$ cat src/rsc_pkg.sv
package rsc_pkg;

  // ------------------------------------------------------------
  // register map
  // ------------------------------------------------------------
  localparam logic [15:0] WATCHDOG_SERVICE_OFFSET = 16'h1ff0;
  localparam logic [15:0] RESET_STATUS_OFFSET     = 16'h1ff4;
  localparam logic [15:0] RESET_CONTROL_OFFSET    = 16'h1ff8;
  localparam int          WATCHDOG_CLEAR_POS      = 0;
  localparam logic [2:0]  RESET_CONTROL_RESET     = 3'h7;

  // ------------------------------------------------------------
  // vectors and memory map
  // ------------------------------------------------------------
  localparam logic [15:0] RESET_VECTOR_HI = 16'h1ffe;
  localparam logic [15:0] RESET_VECTOR_LO = 16'h1fff;
  localparam logic [15:0] ROM_FIRST       = 16'h1000;
  localparam logic [15:0] ROM_LAST        = 16'h1fff;
  localparam logic [15:0] RAM_FIRST       = 16'h0080;
  localparam logic [15:0] RAM_LAST        = 16'h012f;

  // ------------------------------------------------------------
  // timing
  // ------------------------------------------------------------
  localparam int CLOCK_PERIOD_NS     = 10;
  localparam int POWERUP_CYCLES      = 4064;
  localparam int PIN_LOW_TENTHS      = 15;
  localparam int PIN_LOW_CYCLES      = (PIN_LOW_TENTHS + 9) / 10;
  localparam int PULLDOWN_MIN_CYCLES = 4;
  localparam int USB_SE0_MIN_BITS    = 4;

  // ------------------------------------------------------------
  // reset cause bits in the status register
  // ------------------------------------------------------------
  localparam int CAUSE_POWER    = 0;
  localparam int CAUSE_PIN      = 1;
  localparam int CAUSE_WATCHDOG = 2;
  localparam int CAUSE_LOWVOLT  = 3;
  localparam int CAUSE_ILLEGAL  = 4;
  localparam int CAUSE_USB      = 5;
  localparam int CAUSE_COUNT    = 6;

  typedef enum logic [3:0] {
    RSC_POWERUP = 4'h1,
    RSC_HOLD    = 4'h2,
    RSC_VECTOR  = 4'h4,
    RSC_RUN     = 4'h8
  } rsc_state_e;

endpackage : rsc_pkg

$ cat src/rsc_sync_if.sv
`timescale 1ns/1ps
interface rsc_sync_if;
  logic raw;
  logic level;
  logic held;
  modport sync (input raw, output level, output held);
  modport user (output raw, input level, input held);
endinterface : rsc_sync_if

$ cat src/rsc_sync.sv
`timescale 1ns/1ps
module rsc_sync #(
  parameter int HOLD_CYCLES = 2
) (
  // clock and reset
  input  wire logic pclk,
  input  wire logic presetn,
  // request
  rsc_sync_if.sync  s
);
  import rsc_pkg::*;

  // ------------------------------------------------------------
  // two flops, then a run-length filter
  // ------------------------------------------------------------
  typedef struct packed {
    logic       m1;
    logic       m2;
    logic [7:0] run;
    logic       held;
  } rsc_sync_s;

  rsc_sync_s st_r;
  rsc_sync_s st_nxt;

  always_comb begin
    st_nxt    = st_r;
    st_nxt.m1 = s.raw;
    st_nxt.m2 = st_r.m1;
    if (!st_r.m2) begin
      st_nxt.run  = 8'h00;
      st_nxt.held = 1'b0;
    end else if (st_r.run < 8'(HOLD_CYCLES - 1)) begin
      st_nxt.run = st_r.run + 8'h01;
    end else begin
      st_nxt.held = 1'b1;
    end
  end

  always_ff @(posedge pclk or negedge presetn) begin
    if (!presetn) begin
      st_r <= '0;
    end else begin
      st_r <= st_nxt;
    end
  end

  assign s.level = st_r.m2;
  assign s.held  = st_r.held;

endmodule : rsc_sync

$ cat src/rsc_top.sv
// The APB register port is this design's own decision.
`timescale 1ns/1ps
module rsc_top #(
  parameter int POWERUP_DELAY = rsc_pkg::POWERUP_CYCLES,
  parameter bit WATCHDOG_OPT  = 1'b1,
  parameter bit LOWVOLT_OPT   = 1'b1
) (
  // clock and reset
  input  wire logic        pclk,
  input  wire logic        presetn,
  // apb slave
  input  wire logic        psel,
  input  wire logic        penable,
  input  wire logic        pwrite,
  input  wire logic [15:0] paddr,
  input  wire logic [31:0] pwdata,
  output logic      [31:0] prdata,
  output logic             pready,
  output logic             pslverr,
  // reset pin, open drain
  input  wire logic        reset_pin_in,
  output logic             reset_pin_out,
  output logic             reset_pin_oe_n,
  // analog and timing sources
  input  wire logic        osc_active,
  input  wire logic        power_on_threshold,
  input  wire logic        lowvolt_trip,
  input  wire logic        watchdog_timeout,
  input  wire logic        usb_se0_bit,
  input  wire logic        usb_se0,
  // cpu side
  input  wire logic        opcode_fetch,
  input  wire logic [15:0] fetch_addr,
  output logic             internal_reset,
  output logic             abort_instr,
  output logic [15:0]      vector_addr,
  output logic             vector_fetch,
  output logic             set_irq_mask,
  output logic             watchdog_restart,
  output logic             bus_reset_flag
);
  import rsc_pkg::*;

  // ------------------------------------------------------------
  // synchronisers
  // ------------------------------------------------------------
  rsc_sync_if pin_if ();
  rsc_sync_if lvd_if ();
  rsc_sync_if osc_if ();
  rsc_sync_if por_if ();

  assign pin_if.raw = ~reset_pin_in;
  assign lvd_if.raw = lowvolt_trip;
  assign osc_if.raw = osc_active;
  assign por_if.raw = power_on_threshold;

  rsc_sync #(.HOLD_CYCLES(PIN_LOW_CYCLES)) u_pin_sync (
    .pclk    (pclk),
    .presetn (presetn),
    .s       (pin_if.sync)
  );
  rsc_sync #(.HOLD_CYCLES(1)) u_lvd_sync (
    .pclk    (pclk),
    .presetn (presetn),
    .s       (lvd_if.sync)
  );
  rsc_sync #(.HOLD_CYCLES(1)) u_osc_sync (
    .pclk    (pclk),
    .presetn (presetn),
    .s       (osc_if.sync)
  );
  rsc_sync #(.HOLD_CYCLES(1)) u_por_sync (
    .pclk    (pclk),
    .presetn (presetn),
    .s       (por_if.sync)
  );

  // ------------------------------------------------------------
  // state
  // ------------------------------------------------------------
  typedef struct packed {
    rsc_state_e                st;
    logic [12:0]               por_cnt;
    logic                      por_armed;
    logic                      por_active;
    logic [2:0]                pd_cnt;
    logic                      pd_on;
    logic [1:0]                pd_tail;
    logic [3:0]                se0_cnt;
    logic                      usb_det;
    logic                      flag;
    logic                      wd_pend;
    logic                      wd_clear;
    logic                      ill_pend;
    logic [CAUSE_COUNT-1:0]    cause;
    logic [2:0]                ctrl;
    logic                      restart;
    logic                      vec;
    logic [31:0]               rdata;
  } rsc_top_s;

  rsc_top_s r_r;
  rsc_top_s r_nxt;

  logic apb_wr;
  logic apb_rd;
  logic fetch_bad;
  logic pin_src;
  logic any_cause;
  logic drive_src;
  logic wd_en;
  logic lv_en;

  assign apb_wr    = psel && penable && pwrite;
  // read data is fetched in the setup cycle so it stands while pready is high
  assign apb_rd    = psel && !penable && !pwrite;
  assign wd_en     = WATCHDOG_OPT && r_r.ctrl[0];
  assign lv_en     = LOWVOLT_OPT && r_r.ctrl[1];
  assign fetch_bad = opcode_fetch && r_r.st == RSC_RUN
                     && !(fetch_addr >= ROM_FIRST && fetch_addr <= ROM_LAST)
                     && !(fetch_addr >= RAM_FIRST && fetch_addr <= RAM_LAST);
  // our own pulldown echoes through the pin filter; that is no external request
  assign pin_src   = pin_if.held && !r_r.pd_on && r_r.pd_tail == 2'h0;
  // sources that own the pulldown
  assign drive_src = (wd_en && watchdog_timeout && !r_r.wd_clear)
                     || (lv_en && lvd_if.level) || fetch_bad;
  // pending marks only feed the cause bits: the pulldown already stretches
  // those resets, and waiting on the marks would never let reset go
  assign any_cause = pin_src || drive_src || r_r.usb_det || r_r.pd_on;

  // ------------------------------------------------------------
  // next state
  // ------------------------------------------------------------
  always_comb begin
    r_nxt         = r_r;
    r_nxt.restart = 1'b0;
    r_nxt.vec     = 1'b0;
    r_nxt.rdata   = 32'h0000_0000;
    // power-on rearm needs a drop below threshold first
    if (!por_if.level) begin
      r_nxt.por_armed = 1'b1;
    end else if (r_r.por_armed) begin
      r_nxt.por_armed  = 1'b0;
      r_nxt.por_active = 1'b1;
      r_nxt.por_cnt    = 13'h0;
      r_nxt.st         = RSC_POWERUP;
    end
    // bus single-ended zero run length
    if (!usb_se0) begin
      r_nxt.se0_cnt = 4'h0;
      r_nxt.usb_det = 1'b0;
    end else if (usb_se0_bit) begin
      if (r_r.se0_cnt < 4'(USB_SE0_MIN_BITS - 1)) begin
        r_nxt.se0_cnt = r_r.se0_cnt + 4'h1;
      end else begin
        r_nxt.usb_det = 1'b1;
        r_nxt.flag    = 1'b1;
      end
    end
    // watchdog pending until the hold state releases reset
    if (wd_en && watchdog_timeout && !r_r.wd_clear) begin
      r_nxt.wd_pend = 1'b1;
    end
    if (fetch_bad) begin
      r_nxt.ill_pend = 1'b1;
    end
    // pulldown: at least the minimum, longer if the source stays
    if (drive_src && !pin_if.level && !r_r.pd_on) begin
      r_nxt.pd_on  = 1'b1;
      r_nxt.pd_cnt = 3'h0;
    end else if (r_r.pd_on) begin
      if (r_r.pd_cnt < 3'(PULLDOWN_MIN_CYCLES - 1)) begin
        r_nxt.pd_cnt = r_r.pd_cnt + 3'h1;
      end else if (!drive_src) begin
        r_nxt.pd_on = 1'b0;
      end
    end
    // two sync flops plus the filter flop: the echo lasts three cycles
    if (r_r.pd_on) begin
      r_nxt.pd_tail = 2'h3;
    end else if (r_r.pd_tail != 2'h0) begin
      r_nxt.pd_tail = r_r.pd_tail - 2'h1;
    end
    // software access
    r_nxt.wd_clear = 1'b0;
    if (apb_wr && paddr == WATCHDOG_SERVICE_OFFSET && !pwdata[WATCHDOG_CLEAR_POS]) begin
      r_nxt.restart  = 1'b1;
      r_nxt.wd_clear = 1'b1;
    end
    if (apb_wr && paddr == RESET_CONTROL_OFFSET) begin
      r_nxt.ctrl = pwdata[2:0];
    end
    if (apb_wr && paddr == RESET_STATUS_OFFSET) begin
      r_nxt.cause = r_r.cause & ~pwdata[CAUSE_COUNT-1:0];
      r_nxt.flag  = r_r.flag & ~pwdata[8];
    end
    if (apb_rd && paddr == RESET_STATUS_OFFSET) begin
      r_nxt.rdata = {19'h0, r_r.st == RSC_RUN, 3'h0, r_r.flag, 2'h0,
                     r_r.cause};
    end else if (apb_rd && paddr == RESET_CONTROL_OFFSET) begin
      r_nxt.rdata = {29'h0, r_r.ctrl};
    end
    // causes set last so a set wins over a clear
    if (r_r.por_active)  r_nxt.cause[CAUSE_POWER]    = 1'b1;
    if (pin_src)         r_nxt.cause[CAUSE_PIN]      = 1'b1;
    if (r_r.wd_pend)     r_nxt.cause[CAUSE_WATCHDOG] = 1'b1;
    if (lv_en && lvd_if.level) r_nxt.cause[CAUSE_LOWVOLT] = 1'b1;
    if (r_r.ill_pend)    r_nxt.cause[CAUSE_ILLEGAL]  = 1'b1;
    if (r_r.usb_det)     r_nxt.cause[CAUSE_USB]      = 1'b1;
    if (r_r.usb_det)     r_nxt.flag = 1'b1;
    // sequencer
    unique case (r_r.st)
      RSC_POWERUP: begin
        if (osc_if.level && !r_nxt.por_armed) begin
          if (r_r.por_cnt < 13'(POWERUP_DELAY - 1)) begin
            r_nxt.por_cnt = r_r.por_cnt + 13'h1;
          end else begin
            r_nxt.por_active = 1'b0;
            r_nxt.st         = RSC_HOLD;
          end
        end
      end
      RSC_HOLD: begin
        if (!any_cause) begin
          r_nxt.st       = RSC_VECTOR;
          r_nxt.wd_pend  = 1'b0;
          r_nxt.ill_pend = 1'b0;
          r_nxt.vec      = 1'b1;
        end
      end
      RSC_VECTOR: begin
        // first cycle fetches the high byte, second the low byte
        if (!r_r.vec) begin
          r_nxt.st = RSC_RUN;
        end
      end
      RSC_RUN: begin
        if (any_cause) begin
          r_nxt.st = RSC_HOLD;
        end
      end
    endcase
  end

  always_ff @(posedge pclk or negedge presetn) begin
    if (!presetn) begin
      r_r            <= '0;
      r_r.st         <= RSC_POWERUP;
      r_r.por_active <= 1'b1;
      r_r.ctrl       <= RESET_CONTROL_RESET;
    end else begin
      r_r <= r_nxt;
    end
  end

  // ------------------------------------------------------------
  // outputs
  // ------------------------------------------------------------
  // the watchdog service register reads as zero, so unlisted addresses do too
  assign prdata           = r_r.rdata;
  assign pready           = 1'b1;
  assign pslverr          = 1'b0;
  assign reset_pin_out    = 1'b0;
  assign reset_pin_oe_n   = ~r_r.pd_on;
  assign internal_reset   = r_r.st == RSC_POWERUP || r_r.st == RSC_HOLD;
  assign abort_instr      = internal_reset;
  assign vector_fetch     = r_r.st == RSC_VECTOR;
  assign vector_addr      = r_r.vec ? RESET_VECTOR_HI : RESET_VECTOR_LO;
  assign set_irq_mask     = r_r.vec;
  assign watchdog_restart = r_r.restart;
  assign bus_reset_flag   = r_r.flag;

  // ------------------------------------------------------------
  // checks
  // ------------------------------------------------------------
  property p_pd_min;
    @(posedge pclk) disable iff (!presetn)
    $rose(r_r.pd_on) |-> r_r.pd_on [*4];
  endproperty
  a_pd_min: assert property (p_pd_min) else $error("pulldown shorter than 4");

  property p_pd_reset;
    @(posedge pclk) disable iff (!presetn)
    r_r.pd_on |-> internal_reset || r_r.st == RSC_RUN && any_cause;
  endproperty
  a_pd_reset: assert property (p_pd_reset) else $error("pulldown without reset");

  property p_no_pd_ext;
    @(posedge pclk) disable iff (!presetn)
    $rose(r_r.pd_on) |-> !$past(pin_if.level);
  endproperty
  a_no_pd_ext: assert property (p_no_pd_ext) else $error("pulldown during pin low");

  property p_por_hold;
    @(posedge pclk) disable iff (!presetn)
    r_r.st == RSC_POWERUP |-> internal_reset && r_r.por_cnt < 13'(POWERUP_DELAY);
  endproperty
  a_por_hold: assert property (p_por_hold) else $error("power-up hold broken");

  property p_hold_cause;
    @(posedge pclk) disable iff (!presetn)
    r_r.st == RSC_HOLD && any_cause |=> internal_reset;
  endproperty
  a_hold_cause: assert property (p_hold_cause) else $error("reset left early");

  property p_vector;
    @(posedge pclk) disable iff (!presetn)
    $fell(internal_reset) |-> set_irq_mask && vector_addr == RESET_VECTOR_HI
      ##1 vector_fetch && vector_addr == RESET_VECTOR_LO ##1 r_r.st == RSC_RUN;
  endproperty
  a_vector: assert property (p_vector) else $error("no vector on release");

  property p_restart;
    @(posedge pclk) disable iff (!presetn)
    apb_wr && paddr == WATCHDOG_SERVICE_OFFSET |=> watchdog_restart == !$past(pwdata[0]);
  endproperty
  a_restart: assert property (p_restart) else $error("service write mishandled");

  property p_illegal;
    @(posedge pclk) disable iff (!presetn)
    fetch_bad && !pin_if.level |=> r_r.pd_on ##1 internal_reset;
  endproperty
  a_illegal: assert property (p_illegal) else $error("illegal fetch not reset");

  property p_usb;
    @(posedge pclk) disable iff (!presetn)
    r_r.usb_det |=> bus_reset_flag && (internal_reset || r_r.st == RSC_RUN);
  endproperty
  a_usb: assert property (p_usb) else $error("bus reset not flagged");

endmodule : rsc_top

$ cat config.mk
export PLATFORM = sky130hd
export DESIGN_NAME = rsc_top
export DESIGN_NICKNAME = d
export VERILOG_FILES = /design/src/rsc_pkg.sv /design/src/rsc_sync_if.sv /design/src/rsc_sync.sv /design/src/rsc_top.sv
export SDC_FILE = /design/constraint.sdc
export NUM_CORES = 1
export LEC_CHECK = 0
export BUFFER_PORTS_ARGS = -buffer_cell sky130_fd_sc_hd__buf_2
export CORE_MARGIN = 5
export CORE_UTILIZATION = 53
export DETAILED_ROUTE_END_ITERATION = 8
export GPL_ROUTABILITY_DRIVEN = 0
export PLACE_DENSITY = 0.93
export SLEW_MARGIN = 20
export SYNTH_ARGS = -nofsm -noshare
export SYNTH_HDL_FRONTEND = slang
export SYNTH_SLANG_ARGS = --single-unit
$ cat constraint.sdc
create_clock -name pclk -period 4.6 [get_ports pclk]
set_clock_uncertainty 0.05 [all_clocks]
set_input_delay 0 -clock pclk [delete_from_list [all_inputs] [get_ports pclk]]
set_output_delay 0 -clock pclk [all_outputs]
set_load 0.02 [all_outputs]
# Yosys cells after proc, flatten, opt, wreduce, memory -nomap -nowiden
# Cells that the tools add are included.
# word_totals
register_bits	93
latch_bits	0
ram_bits	0
romBits	0
in_bits	77
output_inout_bits	58
elab_cells	170
memories	0
# op_classes
add_sub_neg	5
n_mul	0
n_div	0
magnitude_cmp	8
eq_ne	13
n_shift	0
mux	51
bitwise	6
n_reduce_logical	55
# ops
cell	count
16-bit by 13-bit == test with 1-bit output, second input constant	3
13-bit 2-to-1 mux	3
17-bit 2-to-1 mux	2
4-bit 2-to-1 mux	7
1-bit 2-to-1 mux	27
1-bit logical AND	23
2-bit nonzero test	10
19-bit 2-to-1 mux	1
16-bit by 13-bit greater-or-equal comparator with 1-bit output, second input constant	1
16-bit by 8-bit greater-or-equal comparator with 1-bit output, second input constant	1
16-bit by 13-bit less-or-equal comparator with 1-bit output, second input constant	1
16-bit by 9-bit less-or-equal comparator with 1-bit output, second input constant	1
4-bit case mux with 4 select lines	1
13-bit by 1-bit adder with 13-bit output, second input constant	1
13-bit by 12-bit less-than comparator with 1-bit output, second input constant	1
6-bit 2-to-1 mux	2
1-bit zero test	9
9-bit 2-to-1 mux	1
8-bit by 1-bit adder with 8-bit output, second input constant	1
8-bit by 1-bit less-than comparator with 1-bit output, second input constant	1
8-bit 2-to-1 mux	1
2-bit inequality test, second input constant	4
6-bit AND	1
1-bit logical OR	6
21 further kinds	29

# Logic depth before layout (Yosys ltp)
# logic_depth
depth_word	11
mapped_depth	7
depth_no_buf	7

# By module
# A second synthesis with hierarchy kept.
# unflattened
hier_cells	359
hier_area_um2	3674.8
# by_module_without_submodules
mod	n_inst	cells_per_inst	area_each_um2	seq_area_each_um2
rsc_top	1	315	3012.9	1307.5
rsc_sync (u_pin_sync)	1	35	436.7	275.3
rsc_sync (u_lvd_sync ...)	3	3	75.1	75.1

# Worst setup path after synthesis
# OpenSTA, ideal clock, no wires.
# synth_timing
path_type	register to register
start	reg r_r[73] (netlist name)
end	reg r_r[63] (netlist name)
setup_time_ns	0.126
arrival_time_ns	1.909
t_required_ns	4.424
slack_ns	2.515
stages_incl_launch_ff	7
n_path_buf	1
synth_period_minus_slack_ns	2.085
cell_sequence	dfstp_2 buf_6 nand2b_4 or4_4 a211oi_4 a21oi_2 a221o_1
# synth_lines
item	line	source
start: declaration	rsc_top.sv:102	rsc_top_s r_r;
start signal: assignment	rsc_top.sv:252	r_r <= r_nxt;

==> impl_metrics.yaml <==
cts:
  postCtsHoldBufs: 25
  cts_num_sinks: 69
  post_cts_buffers: 0
  numCtsBuffers: 9
  clkSlewWorstSetupHoldPaths_ns: 0.08
  ctsLongestPathBuffers: 2
  htree_num_levels: 3
  clock-root-buffer: "clkbuf_8"
  cts_resized: 0
  cts_tree: "done"
  clock_latency_ns: 0.36
logic_synthesis:
  yosysTopAreaCell: "dfrtp_1"
  syn_area_mm2: 0.003560
  seq_area_frac_synth_pct: 48.68
  synthTopCellsByArea: "dfrtp_1 (45%), buf_4 (11%), dfstp_2 (3.7%)"
  yosysUniqueCellTypes: 59
  async_flop_share_pct: 100.0
  synth_seq_cells: 69
  postSynthAreaPerCell_um2: 10.11
  synth.most_common_cell: "dfrtp_1"
  synth_top_cells_by_count: "dfrtp_1 (64), buf_4 (51), nand2_1 (28)"
  synth_edf_count: 0
  synth_top_area_share_pct: 44.99
  ys.flop_type: "dfrtp_1"
  netlist_instances: 352
  synth_warnings: 0
sta:
  setup_violations: 0
  tightest_slew_ns: 0.8423
  finalHoldViolations: 0
  rsz0062_at_grt: "false"
  hold_slack_ns: 0.02783
  period_share_pct: 55.43
  finalSetupTns_ns: 0
  layout_setup_ws_ns: 2.050
  slew_violations: 0
  maxSlewHeadroom_pct: 43.85
  min_period_ns: 2.550
  fmax_ghz: 0.3922
drt:
  ant_nets: 0
  wl_per_cell_um: 16.56
  vias_per_cell: 5.563
  drc: 0
  drt_first_pass_iters: 5
  vias: 2865
  routed_wl_mm: 8.529
  drt_iter0_markers: 274
die:
  fp-row-count: 29
  core-area_mm2: 0.006459
  die_h_um: 91.96
  io_pins: 135
  dieArea_mm2: 0.008456
  start_util_pct: 55.11
  die_w_um: 91.96
global_route:
  grt-ovfl-total: 0
  antenna_found_initial: 1
  grt_pass1_wl_mm: 13.43
  track_usage_pct: 20.32
  grt_pass1_vias: 2781
  grt_max_degree: 70
critical_path:
  path_max_fanout: 19
  worstSetupPathType: "register to register"
  worstPathRequired_ns: 4.77
  regToRegSetupSlack_ns: 2.05
  rr_worst_depth: 5
  start_kind: "register"
  r2r_end: "r_r[60]"
  r2r-start: "r_r[74]"
  cp.arrival_ns: 2.72
  worstSetupEndpointType: "register"
run:
  cap_violations: 0
placement:
  io_buffers: 63
  place_ws_ns: 2.139
  dp_hpwl_mm: 5.280
  dp.cells: 473
pwr:
  power_w: 0.001408
  power_density_mw_per_mm2: 341.1
  leakagePower_nw: 2.032
  vdd_drop_max_mv: 0.2925
final_layout:
  final-seq-area_mm2: 0.001733
  drive_gt1_share_pct: 22.20
  num-fill-cells: 461
  fin_nets: 515
  final_cells: 515
  areaGrowthSynthToFinish_pct: 15.92
  multi_input_area_mm2: 0.001489
status:
  status: "completed"
hold_path:
  hp-start: "fetch_addr[12]"
  min-delay-path-class: "input port to register"
  hold_path_depth: 4
  hold_path_end: "r_r[43]"
worst max path at each step:
stage	start	end	slack (ns)
2_1_floorplan	r_r[73]	r_r[63]	2.52
3_3_place_gp	r_r[73]	r_r[63]	2.19
3_5_place_dp	r_r[74]	r_r[63]	2.14
4_1_cts	r_r[74]	r_r[60]	2.13
5_1_grt	r_r[74]	r_r[66]	1.95
6_report	r_r[74]	r_r[60]	2.05
critical path, stage by stage (launching register included):
cell      delay [ns]
dfrtp_1         0.54
nand2b_4        0.22
or4_4           0.52
a211oi_4        0.61
nand2b_1        0.36
mux2i_1         0.13
layout make-up:
type | instances | share of cell area (%)
repair buffers | 89 | 13.89
inverters | 14 | 1.273
flip-flops and latches | 69 | 42.00
diodes | 1 | 0.06064
well taps | 77 | 2.335
multi-input cells | 249 | 36.08
clock buffers | 9 | 3.002
clock inverters | 7 | 1.364
where the power goes:
group,switching (W),internal [W],total [W]
clock network,0.000265,0.000203,0.000468
logic,0.000143,0.000101,0.000244
registers,0.0000383,0.000657,0.000696
per-stage QoR:
step / utilization [%] / area (um2)
after floorplan: - / 3710
after global placement: 57.19 / 3694
after detailed placement: 57.19 / 3694
after CTS: 63.85 / 4124
after global routing: 63.89 / 4126
final: 63.89 / 4126
routing by layer:
metal | wire length (um) | global-route usage, % | vias to the layer above
met5 | 0 | 0 | -
li1 | - | - | 1286
met4 | 410 | 12.75 | 0
met1 | 3123 | 22.74 | 1391
met3 | 611 | 4.910 | 40
met2 | 4383 | 34.79 | 148
layout by cell type, fill, tap and decap left out, types with 9 or more instances in the layout:
cell type and n:
dlygate4sd3_1 25, nand3_1 9, dfrtp_1 64, nor3_1 16, inv_1 14, clkbuf_8 9
nor2_1 20, conb_1 42, buf_2 63, nand2_1 28, and2_1 15, o21ai_0 13
kinds of logic after synthesis:
kind of cell	after synthesis	share of synthesized area, %
XOR/XNOR	4	0.9844
other	2	0.2110
multiplexers	8	2.355
AO/OA/AOI/OAI	58	11.60
adder cells (fa/ha/maj)	6	2.109
flip-flops	69	48.68
buffers and inverters	74	13.71
AND/OR/NAND/NOR	131	20.35
registers in the layout, summed over array words and instances, names as in the netlist:
signal,cells
u_osc_sync.st_nxt,1
set_irq_mask,1
u_pin_sync.st_nxt,1
bus_reset_flag,1
u_por_sync.s.level,1
u_lvd_sync.s.level,1
u_lvd_sync.st_nxt,1
prdata,8
watchdog_restart,1
lv_en,1
u_pin_sync.st_r,8
u_pin_sync.s.level,1
u_por_sync.st_nxt,1
r_r,40
u_pin_sync.s.held,1
u_osc_sync.s.level,1
Power figures use the tool's default switching activity.
